### config.mk
export PLATFORM = sky130hd
export DESIGN_NAME = sqx_exec
export DESIGN_NICKNAME = d
export VERILOG_FILES = /design/src/core/sqx_exec.v
export VERILOG_INCLUDE_DIRS = /design/src /design/src/inc
export SDC_FILE = /design/constraint.sdc
export NUM_CORES = 2
export LEC_CHECK = 0
export BUFFER_PORTS_ARGS = -buffer_cell sky130_fd_sc_hd__buf_2
export CORE_ASPECT_RATIO = 0.75
export CORE_MARGIN = 2
export CORE_UTILIZATION = 65
export CTS_BUF_LIST = sky130_fd_sc_hd__clkbuf_2
export CTS_CLUSTER_SIZE = 28
export DETAILED_ROUTE_END_ITERATION = 12
export PLACE_DENSITY_LB_ADDON = 0.3
export SLEW_MARGIN = 30
export SYNTH_ARGS = -nofsm -noshare
export SYNTH_HDL_FRONTEND = slang
export SYNTH_SLANG_ARGS = --single-unit
### constraint.sdc
create_clock -name CLK_I -period 14.6 [get_ports CLK_I]
set_input_delay 2.92 -clock CLK_I [delete_from_list [all_inputs] [get_ports CLK_I]]
set_output_delay 2.92 -clock CLK_I [all_outputs]
set_load 0.01 [all_outputs]
### src/inc/sqx_map.vh
`ifndef SQX_MAP_VH
`define SQX_MAP_VH

// ==========================================================================
// Opcode fields and fixed patterns
// ==========================================================================
`define SQX_OP_HI          23:20
`define SQX_SQA_HI_VAL     4'hF
`define SQX_SQA_FIX_LO     1'b1
`define SQX_SQA_TAIL_VAL   2'h2
`define SQX_SWAP_HI_VAL    12'hFD0
`define SQX_SCAN_HI_VAL    12'hDF0
`define SQX_SCAN_MODE_MAX  3'h5
`define SQX_WORD_STEP      16'h0002

// ==========================================================================
// Fixed working register numbers
// ==========================================================================
`define SQX_SQ_BASE        4'h4
`define SQX_XPTR_BASE      4'h8
`define SQX_YPTR_BASE      4'hA
`define SQX_OFFSET_REG     4'hC

// ==========================================================================
// Status word bit positions and reset values of status, working registers and accumulators
// ==========================================================================
`define SQX_STAT_CARRY     0
`define SQX_STAT_ANY_SAT   10
`define SQX_STAT_ANY_OVF   11
`define SQX_STAT_B_SAT     12
`define SQX_STAT_A_SAT     13
`define SQX_STAT_B_OVF     14
`define SQX_STAT_A_OVF     15
`define SQX_STAT_RESET     16'h0000
`define SQX_WREG_RESET     16'h0000
`define SQX_ACC_RESET      40'h00_0000_0000

// ==========================================================================
// APB register word indexes (byte address is four times the index)
// ==========================================================================
`define SQX_IDX_WREG_LAST  6'h0F
`define SQX_IDX_ACC_A_LO   6'h10
`define SQX_IDX_ACC_A_HI   6'h11
`define SQX_IDX_ACC_B_LO   6'h12
`define SQX_IDX_ACC_B_HI   6'h13
`define SQX_IDX_STATUS     6'h14

`endif

### src/core/sqx_exec.v
`timescale 1ns/100ps
`include "sqx_map.vh"

module sqx_exec
(
  // Clock and reset.
  input  wire        CLK_I,
  input  wire        NRST_I,
  // Instruction from the decoder.
  input  wire [23:0] INSN_I,
  input  wire        INSN_VALID_I,
  output reg         BUSY_O,
  output reg         EXEC_DONE_O,
  output reg         PASS_O,
  // Data memory prefetch ports.
  output reg         MEM_X_REQ_O,
  output reg  [15:0] MEM_X_ADDR_O,
  output reg         MEM_Y_REQ_O,
  output reg  [15:0] MEM_Y_ADDR_O,
  input  wire [15:0] MEM_X_RDATA_I,
  input  wire [15:0] MEM_Y_RDATA_I,
  input  wire        MEM_ACK_I,
  // Status word.
  output reg  [15:0] STATUS_O,
  // APB slave.
  input  wire        PSEL_I,
  input  wire        PENABLE_I,
  input  wire        PWRITE_I,
  input  wire [7:0]  PADDR_I,
  input  wire [31:0] PWDATA_I,
  output reg         PREADY_O,
  output reg  [31:0] PRDATA_O,
  output reg         PSLVERR_O
);

  // ========================================================================
  // States and instruction classes
  // ========================================================================
  localparam [1:0] ST_IDLE = 2'h0;
  localparam [1:0] ST_WAIT = 2'h1;
  localparam [1:0] ST_EXEC = 2'h2;

  localparam [1:0] OP_NONE = 2'h0;
  localparam [1:0] OP_SQA  = 2'h1;
  localparam [1:0] OP_SWAP = 2'h2;
  localparam [1:0] OP_SCAN = 2'h3;

  // ========================================================================
  // Functions
  // ========================================================================
  // Pointer step of a prefetch mode code; 4 is the W12 offset mode.
  function [15:0] step_of;
    input [2:0] code;
    begin
      case (code)
        3'h1:    step_of = 16'h0002;
        3'h2:    step_of = 16'h0004;
        3'h3:    step_of = 16'h0006;
        3'h5:    step_of = 16'hFFFA;
        3'h6:    step_of = 16'hFFFC;
        3'h7:    step_of = 16'hFFFE;
        default: step_of = 16'h0000;
      endcase
    end
  endfunction

  // Effective prefetch address: offset mode adds W12 without touching the pointer.
  function [15:0] pf_addr;
    input [15:0] ptr;
    input [15:0] offs;
    input [2:0]  code;
    begin
      if (code == 3'h4)
        pf_addr = ptr + offs;
      else
        pf_addr = ptr;
    end
  endfunction

  // First bit change below the sign; result {carry, position}.
  function [16:0] scan_word;
    input [15:0] w;
    integer      b;
    reg          found;
    reg   [15:0] pos;
    begin
      found = 1'b0;
      pos   = 16'hFFF1;
      for (b = 14; b >= 0; b = b - 1)
      begin
        if (!found && (w[b] != w[15]))
        begin
          found = 1'b1;
          pos   = 16'h0000 - (16'd14 - b[15:0]);
        end
      end
      scan_word = {~found, pos};
    end
  endfunction

  // Accumulator value lies outside the 32-bit range (guard bits in use).
  function guard_ovf;
    input [39:0] a;
    begin
      guard_ovf = ~((&a[39:31]) | ~(|a[39:31]));
    end
  endfunction

  // ========================================================================
  // State
  // ========================================================================
  reg [15:0] wreg [0:15];
  reg [39:0] acc_a_reg;
  reg [39:0] acc_b_reg;
  reg [15:0] status_reg;
  reg [1:0]  state_reg;
  reg [1:0]  op_reg;
  reg [23:0] insn_reg;
  reg [15:0] x_data_reg;
  reg [15:0] y_data_reg;
  reg        apb_hold_reg;
  integer    i;

  // ========================================================================
  // Decode of the incoming word
  // ========================================================================
  reg [1:0] dec_op;

  // Classify; anything not matching exactly is left to the main decoder.
  always @*
  begin
    dec_op = OP_NONE;
    if (INSN_I[`SQX_OP_HI] == `SQX_SQA_HI_VAL && INSN_I[19:18] == 2'h0 &&
        INSN_I[14] == `SQX_SQA_FIX_LO && INSN_I[11:10] == 2'h0 &&
        INSN_I[1:0] == `SQX_SQA_TAIL_VAL)
      dec_op = OP_SQA;
    else if (INSN_I[23:12] == `SQX_SWAP_HI_VAL && !INSN_I[11] && INSN_I[6:4] == 3'h0)
      dec_op = OP_SWAP;
    else if (INSN_I[23:12] == `SQX_SCAN_HI_VAL && !INSN_I[11] &&
             INSN_I[6:4] <= `SQX_SCAN_MODE_MAX)
      dec_op = OP_SCAN;
  end

  // Prefetch and scan addresses for the incoming word.
  wire [3:0]  in_xptr  = `SQX_XPTR_BASE | {3'h0, INSN_I[9]};
  wire [3:0]  in_yptr  = `SQX_YPTR_BASE | {3'h0, INSN_I[5]};
  wire [15:0] in_xaddr = pf_addr(wreg[in_xptr], wreg[`SQX_OFFSET_REG], INSN_I[8:6]);
  wire [15:0] in_yaddr = pf_addr(wreg[in_yptr], wreg[`SQX_OFFSET_REG], INSN_I[4:2]);
  wire [15:0] in_sptr  = wreg[INSN_I[3:0]];
  wire        in_pre   = INSN_I[6];  // Modes 4 and 5 step before the access.
  wire [15:0] in_saddr = !in_pre ? in_sptr :
                         (INSN_I[4] ? in_sptr - `SQX_WORD_STEP : in_sptr + `SQX_WORD_STEP);

  // ========================================================================
  // Execute-cycle datapath
  // ========================================================================
  wire [3:0]  ex_sq    = `SQX_SQ_BASE | {2'h0, insn_reg[17:16]};
  wire [3:0]  ex_xd    = `SQX_SQ_BASE | {2'h0, insn_reg[13:12]};
  wire [3:0]  ex_xptr  = `SQX_XPTR_BASE | {3'h0, insn_reg[9]};
  wire [3:0]  ex_yptr  = `SQX_YPTR_BASE | {3'h0, insn_reg[5]};
  wire        ex_acc_b = insn_reg[15];
  wire [31:0] ex_sq_p  = $signed(wreg[ex_sq]) * $signed(wreg[ex_sq]);
  wire [39:0] ex_sq_x  = {{8{ex_sq_p[31]}}, ex_sq_p};
  wire [39:0] ex_acc   = ex_acc_b ? acc_b_reg : acc_a_reg;
  wire [39:0] ex_sum   = ex_acc + ex_sq_x;
  wire        ex_sat   = (ex_acc[39] == ex_sq_x[39]) && (ex_sum[39] != ex_acc[39]);
  wire [15:0] ex_diff  = x_data_reg - y_data_reg;
  wire [3:0]  ex_d     = insn_reg[10:7];
  wire [3:0]  ex_s     = insn_reg[3:0];
  wire [2:0]  ex_p     = insn_reg[6:4];
  wire [15:0] ex_src   = (ex_p == 3'h0) ? wreg[ex_s] : x_data_reg;
  wire [16:0] ex_scan  = scan_word(ex_src);
  wire [15:0] ex_sstep = (ex_p == 3'h3 || ex_p == 3'h5) ? (16'h0000 - `SQX_WORD_STEP) : `SQX_WORD_STEP;

  // Status after a square-accumulate: only the six accumulator flags move.
  reg [15:0] sqa_status;
  always @*
  begin
    sqa_status = status_reg;
    if (ex_acc_b)
    begin
      sqa_status[`SQX_STAT_B_OVF] = guard_ovf(ex_sum);
      sqa_status[`SQX_STAT_B_SAT] = status_reg[`SQX_STAT_B_SAT] | ex_sat;
    end
    else
    begin
      sqa_status[`SQX_STAT_A_OVF] = guard_ovf(ex_sum);
      sqa_status[`SQX_STAT_A_SAT] = status_reg[`SQX_STAT_A_SAT] | ex_sat;
    end
    sqa_status[`SQX_STAT_ANY_OVF] = sqa_status[`SQX_STAT_A_OVF] | sqa_status[`SQX_STAT_B_OVF];
    sqa_status[`SQX_STAT_ANY_SAT] = sqa_status[`SQX_STAT_A_SAT] | sqa_status[`SQX_STAT_B_SAT];
  end

  // ========================================================================
  // APB decode
  // ========================================================================
  wire [5:0] apb_idx  = PADDR_I[7:2];
  wire       apb_hit  = (PADDR_I[1:0] == 2'h0) && (apb_idx <= `SQX_IDX_STATUS);
  // Registers are only reached while no instruction is in flight, so the
  // register file never sees two writers on one edge.
  wire       apb_go   = PSEL_I && PENABLE_I && !apb_hold_reg && (state_reg == ST_IDLE) && !INSN_VALID_I;
  wire       apb_done = PSEL_I && PENABLE_I && apb_hold_reg;
  wire       apb_wr   = apb_done && PWRITE_I && !PSLVERR_O;

  reg [31:0] apb_rdata;
  always @*
  begin
    apb_rdata = 32'h0000_0000;
    if (apb_idx <= `SQX_IDX_WREG_LAST)
      apb_rdata = {16'h0000, wreg[apb_idx[3:0]]};
    else
    begin
      case (apb_idx)
        `SQX_IDX_ACC_A_LO: apb_rdata = acc_a_reg[31:0];
        `SQX_IDX_ACC_A_HI: apb_rdata = {24'h00_0000, acc_a_reg[39:32]};
        `SQX_IDX_ACC_B_LO: apb_rdata = acc_b_reg[31:0];
        `SQX_IDX_ACC_B_HI: apb_rdata = {24'h00_0000, acc_b_reg[39:32]};
        `SQX_IDX_STATUS:   apb_rdata = {16'h0000, status_reg};
        default:           apb_rdata = 32'h0000_0000;
      endcase
    end
  end

  // APB answer: one wait state when the sequencer is idle and no instruction is valid, then pready with registered data and error.
  always @(posedge CLK_I)
  begin
    if (!NRST_I)
    begin
      apb_hold_reg <= 1'b0;
      PREADY_O     <= 1'b0;
      PRDATA_O     <= 32'h0000_0000;
      PSLVERR_O    <= 1'b0;
    end
    else if (apb_go)
    begin
      apb_hold_reg <= 1'b1;
      PREADY_O     <= 1'b1;
      PRDATA_O     <= (apb_hit && !PWRITE_I) ? apb_rdata : 32'h0000_0000;
      PSLVERR_O    <= !apb_hit;
    end
    else
    begin
      apb_hold_reg <= 1'b0;
      PREADY_O     <= 1'b0;
      PSLVERR_O    <= 1'b0;
    end
  end

  // ========================================================================
  // Sequencer and prefetch requests
  // ========================================================================
  always @(posedge CLK_I)
  begin
    if (!NRST_I)
    begin
      state_reg    <= ST_IDLE;
      op_reg       <= OP_NONE;
      insn_reg     <= 24'h00_0000;
      x_data_reg   <= 16'h0000;
      y_data_reg   <= 16'h0000;
      BUSY_O       <= 1'b0;
      EXEC_DONE_O  <= 1'b0;
      PASS_O       <= 1'b0;
      MEM_X_REQ_O  <= 1'b0;
      MEM_Y_REQ_O  <= 1'b0;
      MEM_X_ADDR_O <= 16'h0000;
      MEM_Y_ADDR_O <= 16'h0000;
    end
    else
    begin
      EXEC_DONE_O <= 1'b0;
      PASS_O      <= 1'b0;
      case (state_reg)
        ST_IDLE:
        begin
          if (INSN_VALID_I)
          begin
            insn_reg <= INSN_I;
            op_reg   <= dec_op;
            if (dec_op == OP_NONE)
              PASS_O <= 1'b1;
            else if (dec_op == OP_SQA)
            begin
              // Both operands are fetched together.
              MEM_X_REQ_O  <= 1'b1;
              MEM_Y_REQ_O  <= 1'b1;
              MEM_X_ADDR_O <= in_xaddr;
              MEM_Y_ADDR_O <= in_yaddr;
              state_reg    <= ST_WAIT;
              BUSY_O       <= 1'b1;
            end
            else if (dec_op == OP_SCAN && INSN_I[6:4] != 3'h0)
            begin
              MEM_X_REQ_O  <= 1'b1;
              MEM_X_ADDR_O <= in_saddr;
              state_reg    <= ST_WAIT;
              BUSY_O       <= 1'b1;
            end
            else
            begin
              state_reg <= ST_EXEC;
              BUSY_O    <= 1'b1;
            end
          end
        end
        ST_WAIT:
        begin
          // A slow source (peripheral register) simply holds off the ack.
          if (MEM_ACK_I)
          begin
            x_data_reg  <= MEM_X_RDATA_I;
            y_data_reg  <= MEM_Y_RDATA_I;
            MEM_X_REQ_O <= 1'b0;
            MEM_Y_REQ_O <= 1'b0;
            state_reg   <= ST_EXEC;
          end
        end
        ST_EXEC:
        begin
          state_reg   <= ST_IDLE;
          BUSY_O      <= 1'b0;
          EXEC_DONE_O <= 1'b1;
        end
        default:
        begin
          state_reg   <= ST_IDLE;
          BUSY_O      <= 1'b0;
          MEM_X_REQ_O <= 1'b0;
          MEM_Y_REQ_O <= 1'b0;
        end
      endcase
    end
  end

  // ========================================================================
  // Register file, accumulators and status word
  // ========================================================================
  // Writes in program order of one instruction: later statements win, so a
  // scan destination that is also its pointer ends up with the result.
  always @(posedge CLK_I)
  begin
    if (!NRST_I)
    begin
      for (i = 0; i < 16; i = i + 1)
        wreg[i] <= `SQX_WREG_RESET;
      acc_a_reg  <= `SQX_ACC_RESET;
      acc_b_reg  <= `SQX_ACC_RESET;
      status_reg <= `SQX_STAT_RESET;
    end
    else if (state_reg == ST_EXEC)
    begin
      case (op_reg)
        OP_SQA:
        begin
          if (ex_acc_b)
            acc_b_reg <= ex_sum;
          else
            acc_a_reg <= ex_sum;
          status_reg    <= sqa_status;
          wreg[ex_xptr] <= wreg[ex_xptr] + step_of(insn_reg[8:6]);
          wreg[ex_yptr] <= wreg[ex_yptr] + step_of(insn_reg[4:2]);
          wreg[ex_xd]   <= ex_diff;
        end
        OP_SWAP:
        begin
          wreg[ex_d] <= wreg[ex_s];
          wreg[ex_s] <= wreg[ex_d];
        end
        OP_SCAN:
        begin
          if (ex_p >= 3'h2)
            wreg[ex_s] <= wreg[ex_s] + ex_sstep;
          wreg[ex_d] <= ex_scan[15:0];
          status_reg[`SQX_STAT_CARRY] <= ex_scan[16];
        end
        default:
        begin
          status_reg <= status_reg;
        end
      endcase
    end
    else if (apb_wr)
    begin
      if (apb_idx <= `SQX_IDX_WREG_LAST)
        wreg[apb_idx[3:0]] <= PWDATA_I[15:0];
      else
      begin
        case (apb_idx)
          `SQX_IDX_ACC_A_LO: acc_a_reg[31:0]  <= PWDATA_I;
          `SQX_IDX_ACC_A_HI: acc_a_reg[39:32] <= PWDATA_I[7:0];
          `SQX_IDX_ACC_B_LO: acc_b_reg[31:0]  <= PWDATA_I;
          `SQX_IDX_ACC_B_HI: acc_b_reg[39:32] <= PWDATA_I[7:0];
          `SQX_IDX_STATUS:   status_reg       <= PWDATA_I[15:0];
          default:           status_reg       <= status_reg;
        endcase
      end
    end
  end

  // Status word mirrored to a port for the rest of the core.
  always @(posedge CLK_I)
  begin
    if (!NRST_I)
      STATUS_O <= `SQX_STAT_RESET;
    else
      STATUS_O <= status_reg;
  end

endmodule // sqx_exec

==> impl_results.md <==
* Outcome: complete, no violations
* Crit-path leading delay family: compound AO/OA/AOI/OAI gates
* Post-synth top flop: edfxtp_1
* CTS buffer count at 131
* Slowest cell on crit path: a2111oi_0
* WL/cell at 29.32 µm
* Critical Path Start Type: flop
* Post-Syn Nets at 5,217
* CTS Hold Bufs at 0
* Vias after detailed routing at 41,517
* Top cell by count, worst path: fa_1
* Worst EP required at 15.92 ns
* Main combinational cell family by area after synthesis: multiplexers
* Worst r2r path cells at 39
* Pin count of the biggest net entering global routing at 119
* TritonCTS clock tree: built
* Area growth, synth to finish at 6.311%
* # setup viols final at 0
* Final hold violations at 0
* Avg Vias per Cell at 7.166
* Gpl congestion at 1.058
* Initial core utilization at 0.6571
* Async SR Flop Fraction at 0
* R2R Setup Slk at 2.93 ns
* WS Path Type: reg2reg
* Worst skew pair latency at 1.51 ns
* Post-layout min period at 11.67 ns
* Synth Area in Compound Gates at 0.1540
* Wire length of the first global-routing pass at 249.0 mm
* Pwr Density at 219.1 nW/µm²
* Post-synthesis sequential area ratio at 0.2734
* Max Fclk at 0.08568 GHz
* Final core occ at 0.6986
* XOR/XNOR share of the synthesized area at 0.03227
* First DRT Iteration DRCs at 7,243
* Critical path buffers and inverters at 5
* Layout cells sized above 1 at 0.2058
* Worst-margin pin slew at 1.134 ns
* Initial antenna violation count at 8
* Worst path depth at 39
* Syn Area/Cell at 9.930 µm²
* Die height at 234.7 µm
* Hold path cells at 2
* CTS Sinks at 502
* Post-Synthesis Cell Area at 46,140 µm²
* Most frequent cells in the layout: 485 x nand2_1, 395 x inv_1, 349 x nor2_1, 321 x mux4_2, 282 x a21oi_1
* Setup bufs post-CTS at 0
* Worst EP arrival at 13.00 ns
* Initial DRT Pass Iterations at 12
* Mux contribution to synthesized area at 0.1993
* H-tree depth at 4
* Drt drc at 0
* RSZ-0062 raised after global routing: false
* Adder-cell share of the synthesized area at 0.1662
* Static leakage at 0.02001 µW
* Netlist cell types at 93
* Die Area at 73,150 µm²
* Final ANT Viol Nets at 0
* Critical path's largest stage delay at 0.69 ns
* Commonest non-fill, non-tap cell in the layout: nand2_1
* Worst rel slew slack at 0.2442
* Cells after synthesis at 4,646
* VDD IR max at 0.4674 mV
* Total Wirelength at 169.9 mm
* Final Net Count at 5,322
* Largest register FFs at 256
* Clock tree buffer depth at 3
* Max-Cap Viols at 0
* Buffers on Ports at 189
* Filler Cell Count at 5,510
* Worst-path clk slew at 0.11 ns
* Min Hold Slack at 0.4602 ns
* Synthesized flop and latch total at 502
* Yosys warning total at 0
* IO Pins at 190
* Site row count at 84
* Synth Area in Simple Gates at 0.1132
* Crit-path max FO at 29
* CP Capture Type: flop
* EDFF count, synth at 256
* Fin crit share at 0.7994
* Detailed placer's ending HPWL at 125.7 mm
* Final Slew Violations at 0
* GRT overflow at 0
* Core area at 70,210 µm²
* Worst Skew at 0.1155 ns
* Setup_tns at 0 ns
* Die width at 311.6 µm
* Vias in the first global route at 39,165
* Clk Tree Root Cell: clkbuf_2
* Min-delay worst type: reg2reg
* Total GRT Usage at 0.4607
* Gates resized, CTS repair at 0
## cell families after synthesis
| kind of cell | after synthesis |
|---|---|
| xor+xnor | 170 |
| fa+ha+maj | 469 |
| compound gates | 1100 |
| simple gates | 1186 |
| flops | 502 |
| buf+inv | 716 |
| mux | 503 |
## synthesized netlist by cell type (10+ instances only)
| cell type | number | area (µm²) |
|---|---|---|
| or2_2 | 12 | 75.07 |
| a211oi_1 | 78 | 585.6 |
| a21boi_0 | 17 | 127.6 |
| o21bai_1 | 21 | 157.7 |
| nor4_1 | 11 | 68.82 |
| a22oi_1 | 22 | 165.2 |
| mux4_2 | 321 | 7229 |
| buf_2 | 12 | 60.06 |
| a222oi_1 | 15 | 150.1 |
| mux2i_1 | 68 | 680.7 |
| xor2_1 | 62 | 543.0 |
| nand2_1 | 486 | 1824 |
| o211ai_1 | 12 | 90.09 |
| o22ai_1 | 198 | 1239 |
| nor2_1 | 349 | 1310 |
| o22a_1 | 20 | 175.2 |
| buf_4 | 10 | 75.07 |
| inv_1 | 395 | 1483 |
| fa_1 | 240 | 4805 |
| nand2b_1 | 23 | 143.9 |
| ha_1 | 228 | 2853 |
| o21ai_0 | 161 | 805.8 |
| buf_6 | 10 | 112.6 |
| a31oi_1 | 14 | 87.58 |
| o21a_1 | 34 | 255.2 |
| o21ai_1 | 25 | 125.1 |
| clkbuf_1 | 241 | 904.6 |
| and3_1 | 17 | 106.4 |
| nor2b_1 | 37 | 231.5 |
| nor3_1 | 68 | 340.3 |
| buf_1 | 39 | 146.4 |
| a21o_1 | 56 | 420.4 |
| mux2_2 | 114 | 1284 |
| or3_1 | 12 | 75.07 |
| nand3_1 | 79 | 395.4 |
| edfxtp_1 | 256 | 7687 |
| dfxtp_1 | 246 | 4925 |
| and2_1 | 53 | 331.6 |
| a21oi_1 | 284 | 1421 |
| o221ai_1 | 52 | 455.4 |
| xnor2_1 | 108 | 945.9 |
## through the flow
step	setup WS, ns	std cells	total power (µW)	instance area, µm²
floorplan	4.342	4646	7136	46140
global placement	3.454	5562	9253	47730
detailed placement	3.199	5564	9327	47780
CTS	3.238	5791	10390	48970
global route	2.303	5793	11510	49040
finish	2.928	5794	10750	49050
## worst paths after layout
kind / from / end
hold / removal: MEM_X_ADDR_O[7] / MEM_X_ADDR_O[7]
hold reg to reg: MEM_X_ADDR_O[7] / MEM_X_ADDR_O[7]
setup / recovery: flop / status_reg[14]
setup reg to reg: flop / status_reg[14]
## where the power goes
part	switching [µW]	internal, µW	leakage [µW]
Combinational	5060	3060	0.0145
Clock	677	387	0.000896
Sequential	62.3	1510	0.00463
Total	5800	4950	0.0200
## metal layers
metal | part of all wire | wire (µm) | vias up | GRT usage
met1 | 0.36 | 61040 | 19787 | 0.6314
met2 | 0.39 | 66320 | 3722 | 0.6064
met5 | 0.0021 | 356 | - | 0.02922
li1 | - | - | 17313 | -
met3 | 0.20 | 33330 | 685 | 0.2372
met4 | 0.052 | 8847 | 10 | 0.1965
## area by class of cell
| type | count | area (µm²) | area share |
|---|---|---|---|
| clock inverters | 40 | 255.2 | 0.005204 |
| diodes | 3 | 7.507 | 0.0001531 |
| repair buffers | 289 | 1712 | 0.03490 |
| flip-flops and latches | 502 | 12630 | 0.2575 |
| multi-input cells | 3428 | 30820 | 0.6284 |
| well taps | 946 | 1184 | 0.02413 |
| clock buffers | 187 | 935.9 | 0.01908 |
| inverters | 399 | 1503 | 0.03064 |
## worst min-delay path, stage by stage, from the launching register on
cell	delay [ns]
dfxtp_1	0.32
nand2_1	0.05
a21oi_1	0.05
No activity file was read; power rests on OpenSTA's default activity.
